### src/include/ebc_consts.svh
// Offsets, field positions, reset values and idle counts of the bus control block
`ifndef EBC_CONSTS_SVH
`define EBC_CONSTS_SVH
`define EBC_OFS_COMMON      12'h000
`define EBC_OFS_AREA_BASE   12'h004
`define EBC_OFS_IDLE_STATUS 12'h024
`define EBC_OFS_ACCESS_CTRL 12'h028
`define EBC_NUM_AREAS       8
`define EBC_BIT_BYTE_ORDER  3
`define EBC_BIT_FIXED_ONE   4
`define EBC_BIT_MEM_FLOAT   1
`define EBC_BIT_STB_FLOAT   0
`define EBC_COMMON_RW_MASK  32'h0000_00E3
`define EBC_AREA_RW_MASK    32'h37FF_FFFF
`define EBC_AREA_RESET      32'h3600_0000
`define EBC_WIDLE_HI        29
`define EBC_WIDLE_LO        28
`define EBC_XIDLE_HI        26
`define EBC_XIDLE_LO        25
`define EBC_IDLE_W00        4'h0
`define EBC_IDLE_W01        4'h1
`define EBC_IDLE_W10        4'h2
`define EBC_IDLE_W11        4'h4
`define EBC_IDLE_X01        4'h2
`define EBC_IDLE_X10        4'h3
`define EBC_IDLE_X11        4'h5
`endif

### src/include/ebc_pkg.sv
// Types of the bus control block
package ebc_pkg;
    typedef logic [2:0] ebc_area_t;
    typedef logic [3:0] ebc_idle_t;
    typedef enum logic [1:0] {
        EBC_IDLE,
        EBC_ACCESS,
        EBC_GAP
    } ebc_state_e;
endpackage : ebc_pkg

### src/include/ebc_area_if.sv
// Area register store port shared between top and store
interface ebc_area_if;
    logic              writeEn;
    ebc_pkg::ebc_area_t writeIdx;
    logic [31:0]       writeData;
    ebc_pkg::ebc_area_t readIdx;
    logic [31:0]       readData;
    logic [31:0]       selWord;
    ebc_pkg::ebc_area_t selIdx;
    modport store (input writeEn, writeIdx, writeData, readIdx, selIdx, output readData, selWord);
    modport user  (output writeEn, writeIdx, writeData, readIdx, selIdx, input readData, selWord);
endinterface : ebc_area_if

### src/verilog/ebc_bus_ctrl.sv
// APB register bank and idle-cycle sequencer of the external bus controller
`include "ebc_consts.svh"
// Summary of operation
// RULE1: Byte order flag latched from pin
// RULE2: Reserved bits read zero, writes ignored
// RULE3: Memory pins float in standby unless set
// RULE4: Strobe pins float standby/released unless set
// RULE5: Software initialises areas before accessing them
// RULE6: Eight writable area control registers exist
// RULE7: Write idle: 0,1,2,4 cycles
// RULE8: Cross-space idle: 2,3,5 cycles
// RULE9: Idle counted in bus clocks, next access
module ebc_bus_ctrl (
    input  wire logic        clk,
    input  wire logic        rst,
    input  wire logic        psel,
    input  wire logic        penable,
    input  wire logic        pwrite,
    input  wire logic [11:0] paddr,
    input  wire logic [31:0] pwdata,
    output logic      [31:0] prdata,
    output logic             pready,
    output logic             pslverr,
    input  wire logic        byteOrderSelectPin,
    input  wire logic        softStandby,
    input  wire logic        busReleased,
    input  wire logic        accReq,
    input  wire logic [2:0]  accArea,
    input  wire logic        accWrite,
    output logic             accGrant,
    output logic             memPinDriveEn,
    output logic             strobePinDriveEn,
    output logic             littleEndian
);
    ebc_area_if areaPort ();

    logic [31:0]        common;
    logic               strapTaken;
    logic               rdPending;
    logic               rdFromStore;
    logic [31:0]        rdHold;
    ebc_pkg::ebc_state_e state;
    ebc_pkg::ebc_idle_t idleCnt;
    ebc_pkg::ebc_idle_t gapWrite;
    ebc_pkg::ebc_idle_t gapCross;
    ebc_pkg::ebc_area_t lastArea;
    logic               lastWrite;
    logic               lastValid;
    logic               rdErr;
    logic               reqTaken;
    logic               crossDue;
    logic               writeDue;
    logic               grantNow;

    function automatic logic isArea(input logic [11:0] a);
        isArea = (a >= `EBC_OFS_AREA_BASE) && (a < `EBC_OFS_IDLE_STATUS) && (a[1:0] == 2'b00);
    endfunction : isArea

    function automatic logic isMapped(input logic [11:0] a, input logic wr);
        isMapped = (a == `EBC_OFS_COMMON) || isArea(a) || (a == `EBC_OFS_ACCESS_CTRL)
                   || (a == `EBC_OFS_IDLE_STATUS && !wr);
    endfunction : isMapped

    function automatic ebc_pkg::ebc_area_t areaIdx(input logic [11:0] a);
        logic [11:0] d;
        d = a - `EBC_OFS_AREA_BASE;
        areaIdx = d[4:2];
    endfunction : areaIdx

    function automatic ebc_pkg::ebc_idle_t writeGap(input logic [1:0] f);
        unique case (f)
            2'b00: writeGap = `EBC_IDLE_W00;
            2'b01: writeGap = `EBC_IDLE_W01;
            2'b10: writeGap = `EBC_IDLE_W10;
            2'b11: writeGap = `EBC_IDLE_W11;
        endcase
    endfunction : writeGap

    function automatic ebc_pkg::ebc_idle_t crossGap(input logic [1:0] f);
        unique case (f)
            2'b00: crossGap = `EBC_IDLE_X11;
            2'b01: crossGap = `EBC_IDLE_X01;
            2'b10: crossGap = `EBC_IDLE_X10;
            2'b11: crossGap = `EBC_IDLE_X11;
        endcase
    endfunction : crossGap

    wire logic setupRd = psel && !penable && !pwrite;
    wire logic accWr   = psel && penable && pwrite && pready;

    ebc_area_store uStore (
        .clk  (clk),
        .rst  (rst),
        .port (areaPort)
    );

    assign areaPort.writeEn   = accWr && isArea(paddr);
    assign areaPort.writeIdx  = areaIdx(paddr);
    assign areaPort.writeData = pwdata;
    assign areaPort.readIdx   = areaIdx(paddr);
    assign areaPort.selIdx    = lastArea;

    // Common control register
    always_ff @(posedge clk or posedge rst) begin
        if (rst) begin
            common <= 32'h0000_0000;
        end else if (accWr && paddr == `EBC_OFS_COMMON) begin
            common <= pwdata & `EBC_COMMON_RW_MASK; // RULE2
        end
    end

    // Byte order strap caught after reset release
    always_ff @(posedge clk or posedge rst) begin
        if (rst) begin
            strapTaken   <= 1'b0;
            littleEndian <= 1'b0;
        end else if (!strapTaken) begin
            strapTaken   <= 1'b1;
            littleEndian <= byteOrderSelectPin; // RULE1
        end
    end

    // Pin float control
    always_ff @(posedge clk or posedge rst) begin
        if (rst) begin
            memPinDriveEn    <= 1'b0;
            strobePinDriveEn <= 1'b0;
        end else begin
            memPinDriveEn    <= !softStandby || common[`EBC_BIT_MEM_FLOAT]; // RULE3
            strobePinDriveEn <= !(softStandby || busReleased) || common[`EBC_BIT_STB_FLOAT]; // RULE4
        end
    end

    // APB read: one wait state on reads, writes at once
    always_ff @(posedge clk or posedge rst) begin
        if (rst) begin
            rdPending   <= 1'b0;
            rdFromStore <= 1'b0;
            rdErr       <= 1'b0;
            rdHold      <= 32'h0000_0000;
        end else begin
            rdPending <= setupRd;
            if (setupRd) begin
                rdFromStore <= isArea(paddr);
                rdErr       <= !isMapped(paddr, 1'b0);
                unique case (paddr)
                    `EBC_OFS_COMMON: begin
                        rdHold <= common | (32'h0000_0001 << `EBC_BIT_FIXED_ONE)
                                  | ({31'h0000_0000, littleEndian} << `EBC_BIT_BYTE_ORDER); // RULE1 RULE2
                    end
                    `EBC_OFS_IDLE_STATUS: begin
                        rdHold <= {26'h000_0000, state == ebc_pkg::EBC_GAP, lastValid, idleCnt};
                    end
                    default: begin
                        rdHold <= 32'h0000_0000;
                    end
                endcase
            end
        end
    end

    always_ff @(posedge clk or posedge rst) begin
        if (rst) begin
            pready  <= 1'b0;
            prdata  <= 32'h0000_0000;
            pslverr <= 1'b0;
        end else begin
            pready  <= psel && !penable && pwrite || rdPending;
            prdata  <= rdPending ? (rdFromStore ? areaPort.readData : rdHold) : 32'h0000_0000;
            pslverr <= (psel && !penable && pwrite && !isMapped(paddr, 1'b1)) || (rdPending && rdErr); // RULE6
        end
    end

    // Gaps from fields of the area last accessed
    assign gapWrite = writeGap({areaPort.selWord[`EBC_WIDLE_HI], areaPort.selWord[`EBC_WIDLE_LO]}); // RULE7 RULE9
    assign gapCross = crossGap({areaPort.selWord[`EBC_XIDLE_HI], areaPort.selWord[`EBC_XIDLE_LO]}); // RULE8 RULE9

    // Request taken in idle, held off while an area word is written
    assign reqTaken = state == ebc_pkg::EBC_IDLE && accReq && !areaPort.writeEn;
    assign crossDue = lastValid && accArea != lastArea && gapCross != 4'h0; // RULE8
    assign writeDue = lastValid && lastWrite && gapWrite != 4'h0; // RULE7
    assign grantNow = (reqTaken && !crossDue && !writeDue) || (state == ebc_pkg::EBC_GAP && idleCnt == 4'h0);

    // Sequencer state: idle, gap, one-cycle access
    always_ff @(posedge clk or posedge rst) begin
        if (rst) begin
            state <= ebc_pkg::EBC_IDLE;
        end else begin
            unique case (state)
                ebc_pkg::EBC_IDLE: begin
                    if (reqTaken && (crossDue || writeDue)) begin
                        state <= ebc_pkg::EBC_GAP;
                    end else if (reqTaken) begin
                        state <= ebc_pkg::EBC_ACCESS;
                    end
                end
                ebc_pkg::EBC_ACCESS: begin
                    state <= ebc_pkg::EBC_IDLE;
                end
                ebc_pkg::EBC_GAP: begin
                    if (idleCnt == 4'h0) begin
                        state <= ebc_pkg::EBC_ACCESS;
                    end
                end
                default: begin
                    state <= ebc_pkg::EBC_IDLE;
                end
            endcase
        end
    end

    // Idle counter: loaded from the gap field, counted down in bus clocks
    always_ff @(posedge clk or posedge rst) begin
        if (rst) begin
            idleCnt <= 4'h0;
        end else if (reqTaken && crossDue) begin
            idleCnt <= gapCross - 4'h1; // RULE8
        end else if (reqTaken && writeDue) begin
            idleCnt <= gapWrite - 4'h1; // RULE7
        end else if (state == ebc_pkg::EBC_GAP && idleCnt != 4'h0) begin
            idleCnt <= idleCnt - 4'h1; // RULE9
        end
    end

    // One-cycle grant pulse
    always_ff @(posedge clk or posedge rst) begin
        if (rst) begin
            accGrant <= 1'b0;
        end else begin
            accGrant <= grantNow;
        end
    end

    // Area and direction of the access last granted
    always_ff @(posedge clk or posedge rst) begin
        if (rst) begin
            lastArea  <= 3'h0;
            lastWrite <= 1'b0;
            lastValid <= 1'b0;
        end else if (grantNow) begin
            lastArea  <= accArea;
            lastWrite <= accWrite;
            lastValid <= 1'b1;
        end
    end
endmodule : ebc_bus_ctrl

### src/verilog/ebc_area_store.sv
// Eight area bus control words with registered read port
`include "ebc_consts.svh"
module ebc_area_store (
    input wire logic    clk,
    input wire logic    rst,
    ebc_area_if.store   port
);
    logic [31:0] words [`EBC_NUM_AREAS];

    genvar g;
    generate
        for (g = 0; g < `EBC_NUM_AREAS; g++) begin : gArea
            always_ff @(posedge clk or posedge rst) begin
                if (rst) begin
                    words[g] <= `EBC_AREA_RESET; // RULE7 RULE8
                end else if (port.writeEn && port.writeIdx == 3'(g)) begin
                    words[g] <= port.writeData & `EBC_AREA_RW_MASK; // RULE2 RULE6
                end
            end
        end
    endgenerate

    always_ff @(posedge clk or posedge rst) begin
        if (rst) begin
            port.readData <= 32'h0000_0000;
        end else begin
            port.readData <= words[port.readIdx];
        end
    end

    assign port.selWord = words[port.selIdx];
endmodule : ebc_area_store

### config.mk
export PLATFORM = sky130hd
export DESIGN_NAME = ebc_bus_ctrl
export DESIGN_NICKNAME = d
export VERILOG_FILES = /design/src/include/ebc_pkg.sv /design/src/include/ebc_area_if.sv /design/src/verilog/ebc_bus_ctrl.sv /design/src/verilog/ebc_area_store.sv
export VERILOG_INCLUDE_DIRS = /design/src /design/src/include
export SDC_FILE = /design/constraint.sdc
export NUM_CORES = 1
export LEC_CHECK = 0
export ABC_AREA = 1
export BUFFER_PORTS_ARGS = -buffer_cell sky130_fd_sc_hd__buf_4
export CORE_UTILIZATION = 55
export DETAILED_ROUTE_END_ITERATION = 6
export PLACE_DENSITY = 0.83
export SKIP_CTS_REPAIR_TIMING = 1
export SLEW_MARGIN = 30
export SYNTH_ARGS = -nofsm -noshare
export SYNTH_HDL_FRONTEND = slang
export SYNTH_SLANG_ARGS = --single-unit
### constraint.sdc
create_clock -name clk -period 30.2 [get_ports clk]
set_input_delay 9.06 -clock clk [delete_from_list [all_inputs] [get_ports clk]]
set_output_delay 9.06 -clock clk [all_outputs]
set_load 0.05 [all_outputs]
* Word level (Yosys, flattened, before mapping) *
Index checks and enable logic that the tools add are counted.

operators by class
  $add $sub $neg = 4
  order comparisons = 4
  eq/ne operators = 19
  multiplexer cells = 18
  bitwise gates (word level) = 3
  reductions and logical operators = 65

operators with widths
  cell                   number
  $bmux W32 S3           2
  $mux W32               4
  $mux W30               2
  $logic_and A1 B1 Y1    33
  $eq A12 B6 Y1 const B  2
  $pmux W4 S4            1
  $pmux W8 S2            1
  $eq A3 B3 Y1 const B   4
  $ge A12 B3 Y1 const B  1
  $logic_not A12 Y1      1
  $lt A12 B6 Y1 const B  1
  $mux W4                3
  $pmux W4 S3            1
  $reduce_bool A4 Y1     3
  $sub A4 B1 Y4 const B  3
  $eq A2 B2 Y1 const B   5
  $logic_or A1 B1 Y1     10
  $logic_not A1 Y1       9
  $ge A4 B4 Y1 const B   2
  $logic_not A2 Y1       4
  $not A3 Y4             2
  $or A8 B4 Y8           1
  $eq A3 B2 Y1 const B   2
  $mux W2                3
  other kinds (12)       13

storage, ports and cells
  register bits = 354
  input bits = 57
  word-level logic and storage cells = 140

* Logic depth before layout (Yosys ltp) *
Gate-level depths: netlist of run 1.

  depth in word-level cells = 13
  mapped depth = 21
  depth with buffers taken out = 17

* By module *
Synthesis of run 1 repeated with hierarchy kept, for this count alone.

second synthesis, totals
  cells, all modules = 2449
  area, all modules = 17346.6 um^2

by module, submodules not included
  module          instances  cells each  area an instance (um^2)
  ebc_area_store  1          2139        14432.6
  ebc_bus_ctrl    1          310         2914.0

* Least setup slack after synthesis of run 1 *
No wires, ideal clock.

  kind = in2reg
  start point = in paddr[2]
  end point = reg uStore.words[106] (netlist bit)
  library setup time = 0.130 ns
  data arrival time = 11.415 ns
  required time = 30.070 ns
  slack = 18.654 ns
  stages = 15
  path buffers = 8
  path through = clkbuf_1 inv_1 buf_2 buf_2 clkbuf_1 ha_1 ha_1 buf_2 inv_1 clkbuf_1 nand3_2 buf_4 buf_6 nand2_1 o21ai_1

on the way
  word-level cells in the longest chain between the ends = 5
  elaborated cells on any way between the ends = 8
  those cells by class = 1 x add/sub; 2 x order compare; 1 x eq/ne; 4 x reduce/logical

ends and longest elaborated chain
  item                                                             RTL line              RTL
  start: declaration                                               ebc_bus_ctrl.sv:19    input wire logic [11:0] paddr,
  $ge A12 B3 Y1 (no source line) or $lt A12 B6 Y1 (tied branches)  --
  $logic_and A1 B1 Y1 (2 in a row)                                 ebc_bus_ctrl.sv:56    isArea = (a >= `EBC_OFS_AREA_BASE) && (a < `EBC_OFS_IDLE_STATUS) && (a[1:0] == 2'b00);
  $logic_and A1 B1 Y1                                              ebc_bus_ctrl.sv:97    assign areaPort.writeEn = accWr && isArea(paddr);
  $logic_and A1 B1 Y1 *                                            ebc_area_store.sv:16  end else if (port.writeEn && port.writeIdx == 3'(g)) begin
  end signal: indexed assignment                                   ebc_area_store.sv:15  words[g] <= `EBC_AREA_RESET;
  end signal: indexed assignment                                   ebc_area_store.sv:17  words[g] <= port.writeData & `EBC_AREA_RW_MASK;
  end: declaration                                                 ebc_area_store.sv:8   logic [31:0] words [`EBC_NUM_AREAS];

Every way passes the cells marked *; elsewhere a longest branch is shown, timed or not.
A chain may end at the register's enable or synchronous reset.

* Worst setup path after layout of run 1 *
  start point = in paddr[2]
  end point = reg uStore.words[86] (netlist bit)

Same word-level chain as after synthesis.

==> impl_metrics.json, run 1 <==
{
  "ios": 95,
  "hpwl_um": 18300,
  "final_area_um2": 15900,
  "path_common_cell": "buf_4",
  "postRouteAntennaNets": 0,
  "core-area_um2": 25300,
  "postSynth.asyncResetShare_pct": 100,
  "yosysUniqueCellTypes": 43,
  "setup_viol": 0,
  "wl_met3_um": 2190,
  "avgSynthCellArea_um2": 8.77,
  "ir_drop_mv": 0.0498,
  "cp-end-kind": "flip-flop",
  "rsz0062_at_grt": "no",
  "clk_path_buf_depth": 3,
  "synth-edff-count": 0,
  "p_int_w": 0.000746,
  "ys_seq_area_share_pct": 57.5,
  "numCtsBuffers": 31,
  "overflow": 0,
  "die_y_um": 163,
  "dr_wl_met2_um": 15400,
  "dr.max_layer_used": "met4",
  "firstDrtPassIters": 6,
  "cts_max_level": 1,
  "cts_tree": "done",
  "drt_iter0_drc": 1158,
  "hp-start": "uStore.port.readData[29]",
  "grt_pass1_wl_um": 53500,
  "via_per_inst": 5.65,
  "slew_violations": 0,
  "slowest_stage": "clkinv_1",
  "die_w_um": 163,
  "path_class": "in2reg",
  "p_leak_nw": 7.44,
  "period_needed_ps": 12280,
  "timing.fmax_ghz": 0.0814,
  "fin_cells": 2006,
  "cap_violations": 0,
  "crit_fanout": 58,
  "clkLatencyLatePin_ps": 560,
  "clk_pin_slew_ps": 60,
  "worst-r2r-setup-slack_ps": 27450,
  "hold_viol_final": 0,
  "ys_top_cells_by_count": "nand2_1 (313), dfrtp_1 (292), o21ai_0 (239), nor2_1 (231), o21ai_1 (145)",
  "drive_gt1_share_pct": 13.2,
  "syn_area_um2": 14200,
  "yosys_register_bits": 324,
  "synth_area_leaders": "dfrtp_1 (52%), o21ai_0 (8.4%), nand2_1 (8.3%)",
  "grt_max_degree": 120,
  "setup.worst_path.start": "paddr[2]",
  "wl_per_cell_um": 16.2,
  "worstSetupStartpointType": "primary input",
  "p_sw_w": 0.000260,
  "p_per_area_nw_per_um2": 63.1,
  "crit_buf_inv": 5,
  "via_count": 11300,
  "area_growth_pct": 12.5,
  "dieArea_um2": 26400,
  "antenna_found_initial": 0,
  "syn_inst": 1617,
  "num_antenna_cells": 0,
  "pwr-share-clk_pct": 41.3,
  "finalClockSkew_ps": 9.41,
  "nNetsFinal": 1717,
  "clock_sinks": 324,
  "yosysWarnings": 0,
  "grt.total_usage_pct": 25.1,
  "crit-reg2reg-launch": "areaPort.selIdx[0]",
  "seqPwrFrac_pct": 46.0,
  "synth_top_area_share_pct": 51.5,
  "hp-class": "reg2reg",
  "final.period_utilization_pct": 40.7,
  "required_ps": 30610,
  "dpl-instance-area_um2": 14800,
  "port_buffers": 88,
  "cp_top_family": "buffers and inverters",
  "arrival_ps": 12690,
  "gp_congestion": 0.839,
  "relSlewSlack_pct": 34.3,
  "synthFlopType": "dfrtp_1",
  "drc_errors": 0,
  "initial_core_util_pct": 56.1,
  "synth.most_common_cell": "nand2_1",
  "worst_path_largest_cell_delay_ps": 870,
  "yosysTopAreaCell": "dfrtp_1",
  "place_inst": 1949,
  "final.setup.tns_ps": 0,
  "wl_um": 32400,
  "m1WireLength_um": 14100,
  "comb_power_share_pct": 12.6,
  "status": "finished, final reports clean",
  "tightest_slew_ps": 979,
  "p_sw_share_pct": 25.9,
  "cts_root_buf": "clkbuf_16",
  "grt_pass1_vias": 10700,
  "path_cells": "buf_4 -> inv_2 -> ha_2 -> ha_1 -> clkinv_1 -> buf_4 -> nand3_2 -> buf_4 -> o21ai_0",
  "rows": 58
}
## registers in the layout (all words and copies together) (netlist names)
register / count
strapTaken: 1
lastWrite: 1
common: 5
rdHold: 8
strobePinDriveEn: 1
state: 2
uStore.port.readData: 29
areaPort.selIdx: 3
prdata: 29
pready: 1
rdFromStore: 1
idleCnt: 4
littleEndian: 1
pslverr: 1
uStore.words: 232
rdPending: 1
accGrant: 1
lastValid: 1
rdErr: 1
memPinDriveEn: 1
## cell families (layout without fill, tap and decap cells)
logic type | count (synthesis) | count (layout) | synth area share [%]
flip-flops | 324 | 324 | 57.5
multiplexers | 1 | 1 | 0.0794
AO/OA/AOI/OAI | 471 | 471 | 17.4
other | 2 | 4 | 0.0530
adder cells (fa/ha/maj) | 8 | 8 | 0.706
AND/OR/NAND/NOR | 598 | 598 | 17.1
buffers and inverters | 210 | 267 | 6.96
XOR/XNOR | 3 | 3 | 0.185
## cells in the final DEF, fill, tap and decap left out, types with 14 or more instances in the layout
master / synthesis / routed
a21oi_1: 16 / 16
a31oi_1: 30 / 30
buf_4: 11 / 102
clkbuf_16: 0 / 31
clkbuf_8: 0 / 14
dfrtp_1: 292 / 292
dfstp_2: 32 / 32
inv_1: 96 / 93
nand2_1: 313 / 313
nand3_1: 22 / 22
nor2_1: 231 / 231
o21ai_0: 239 / 239
o21ai_1: 145 / 145
o22ai_1: 26 / 26
## worst paths after layout
| path | to | cells after the start |
|---|---|---|
| min in group asynchronous | prdata[6] | 2 |
| worst max register to register | idleCnt[2] | 12 |
| max in group asynchronous | uStore.words[81] | 4 |
| worst min register to register | prdata[29] | 2 |
| worst max-delay path | uStore.words[86] | 9 |
| worst min-delay path | prdata[29] | 2 |
## power by group through the flow
stage               Sequential, W  Combinational [W]  Clock (W)
finish                   0.000463           0.000127   0.000416
global route             0.000464           0.000143   0.000440
CTS                      0.000462           0.000127   0.000420
detailed placement       0.000470           0.000126          0
global placement         0.000469           0.000122          0
floorplan                0.000466          0.0000952          0
## worst register-to-register path, cell delays in order (launching register included)
cell,delay [ps]
dfrtp_1,770
inv_2,290
o21ai_0,230
a21oi_1,90
a31oi_1,230
ha_1,270
or2_1,260
o21a_1,120
ha_1,180
inv_1,50
nand2_1,50
nand3_1,60
nand2_1,50
## metrics by stage
step | utilization (%) | setup WS (ps) | hold slack (ps) | power (W)
6_report | 63.1 | 17920 | 469 | 0.00101
3_3_place_gp | 58.6 | 17490 | 457 | 0.000592
3_5_place_dp | 58.7 | 17420 | 461 | 0.000596
2_1_floorplan | - | 12220 | 440 | 0.000561
5_1_grt | 63.1 | 17700 | 489 | 0.00105
4_1_cts | 63.1 | 18000 | 472 | 0.00101
## area by class of cell
type                            count  area (µm²)
Multi-Input combinational cell   1085        5050
Inverter                          105         407
Sequential cell                   324        8150
Timing Repair Buffer              105         800
Tap cell                          330         413
Fill cell                        2007        9310
Clock inverter                      7         139
Clock buffer                       50         987
## routing by layer
layer	up-vias	track usage [%]
li1	5363	-
met1	5466	34.5
met2	444	41.5
met3	54	3.36
met4	0	7.77
met5	-	0
(Power assumes the default switching activity.)
==> inputs of run 2 (changes only) <==
==> constraint.sdc (replaced) <==
create_clock -name clk -period 12.37 [get_ports clk]
set_input_delay 3.711 -clock clk [delete_from_list [all_inputs] [get_ports clk]]
set_output_delay 3.711 -clock clk [all_outputs]
set_load 0.05 [all_outputs]
==> impl_metrics.json, run 2 (synthesized netlist as in run 1, its figures left out) <==
{
  "rsz0062_at_grt": "no",
  "worst_path_largest_cell_delay_ps": 600,
  "antenna_found_initial": 0,
  "port_buffers": 88,
  "cp-end-kind": "flip-flop",
  "crit_buf_inv": 5,
  "p_per_area_nw_per_um2": 158,
  "nNetsFinal": 1719,
  "clk_pin_slew_ps": 60,
  "ir_drop_mv": 0.109,
  "required_ps": 12790,
  "top_regs": "uStore.words: 232 flops, prdata: 29 flops, uStore.port.readData: 29 flops",
  "drt_iter0_drc": 1183,
  "gp_congestion": 0.842,
  "cts_root_buf": "clkbuf_16",
  "clock_sinks": 324,
  "postRouteAntennaNets": 0,
  "comb_power_share_pct": 12.3,
  "cts_max_level": 2,
  "arrival_ps": 6630,
  "drive_gt1_share_pct": 13.5,
  "firstDrtPassIters": 5,
  "hpwl_um": 17700,
  "num_antenna_cells": 0,
  "clk_path_buf_depth": 3,
  "crit_fanout": 58,
  "slew_violations": 0,
  "top_register": "uStore.words",
  "clkLatencyLatePin_ps": 520,
  "path_class": "in2reg",
  "drc_errors": 0,
  "rows": 58,
  "worstSetupStartpointType": "primary input",
  "die_y_um": 163,
  "final.period_utilization_pct": 50.2,
  "grt_pass1_wl_um": 55400,
  "core-area_um2": 25300,
  "path_common_cell": "buf_4",
  "initial_core_util_pct": 56.1,
  "die_w_um": 163,
  "hp-class": "reg2reg",
  "p_sw_w": 0.000657,
  "seqPwrFrac_pct": 44.4,
  "dpl-instance-area_um2": 14800,
  "wl_um": 33300,
  "cts_tree": "done",
  "dieArea_um2": 26400,
  "grt_pass1_vias": 11100,
  "p_int_w": 0.00189,
  "hold_viol_final": 0,
  "slowest_stage": "buf_4",
  "p_sw_share_pct": 25.8,
  "pwr-share-clk_pct": 43.3,
  "via_per_inst": 5.69,
  "overflow": 0,
  "final.setup.tns_ps": 0,
  "tightest_slew_ps": 867,
  "p_leak_nw": 7.48,
  "ios": 95,
  "cap_violations": 0,
  "setup_viol": 0,
  "period_needed_ps": 6210,
  "area_growth_pct": 13.3,
  "grt_max_degree": 163,
  "finalClockSkew_ps": 18.5,
  "status": "finished, final reports clean",
  "layout_common_cells": "nand2_1 (312), dfrtp_1 (292), o21ai_0 (239)",
  "numCtsBuffers": 34,
  "via_count": 11400,
  "relSlewSlack_pct": 42.2,
  "final_area_um2": 16100,
  "final_common_cell": "nand2_1",
  "timing.fmax_ghz": 0.161,
  "wl_per_cell_um": 16.6,
  "path_cells": "buf_4 -> inv_2 -> ha_2 -> ha_1 -> clkinv_1 -> buf_4 -> nand3_2 -> buf_4 -> nand2_1 -> o21ai_1",
  "grt.total_usage_pct": 26.2,
  "largest_register_ffs": 232,
  "cp_top_family": "buffers and inverters"
}
==> run 2: path summary, 6_finish.rpt <==
path	start	end	slack, ps	cells past startpoint
max reg2reg	areaPort.selIdx[0]	idleCnt[2]	9620	12
min	uStore.port.readData[11]	prdata[11]	470	2
max	paddr[2]	uStore.words[102]	6160	10
min in group asynchronous	rst	uStore.words[7]	3460	3
min reg2reg	uStore.port.readData[11]	prdata[11]	470	2
max in group asynchronous	rst	state[0]	7630	4
==> run 2: tightest hold or removal path: cells and delay by family, from the launching register on <==
kind	cells	cell delay (ps)
and+or+nand+nor	1	40
DFF	1	360
buffers and inverters	1	50
==> run 2: through the flow <==
step | power [W] | setup slack, ps | instances | hold WS [ps] | util [%]
6_report | 0.00254 | 6160 | 2009 | 471 | 63.6
5_1_grt | 0.00264 | 6020 | 2009 | 484 | 63.6
4_1_cts | 0.00255 | 6230 | 2009 | 470 | 63.6
3_5_place_dp | 0.00146 | 5750 | 1948 | 462 | 58.7
3_3_place_gp | 0.00145 | 5870 | 1948 | 456 | 58.6
2_1_floorplan | 0.00137 | 4360 | 1619 | 440 | -
==> run 2: metal layers <==
layer | track usage, % | vias to the layer above | wire length [µm]
li1 | - | 5385 | -
met3 | 4.23 | 67 | 2260
met1 | 35.3 | 5509 | 14000
met4 | 9.39 | 0 | 886
met5 | 0 | - | 0
met2 | 43.2 | 461 | 16100
==> run 2: cell type report <==
cell class,instances,area (µm²)
flip-flops and latches,324,8150
clock buffers,48,1040
multi-input cells,1085,5060
inverters,105,403
well taps,330,413
repair buffers,104,805
fillers,1979,9200
clock inverters,13,196
==> run 2: power groups by stage <==
stage,sequential (W),clock [W],combinational [W]
after floorplan,0.00114,0,0.000233
after CTS,0.00113,0.00111,0.000313
final,0.00113,0.00110,0.000313
after global placement,0.00115,0,0.000300
after global routing,0.00113,0.00115,0.000355
after detailed placement,0.00115,0,0.000309
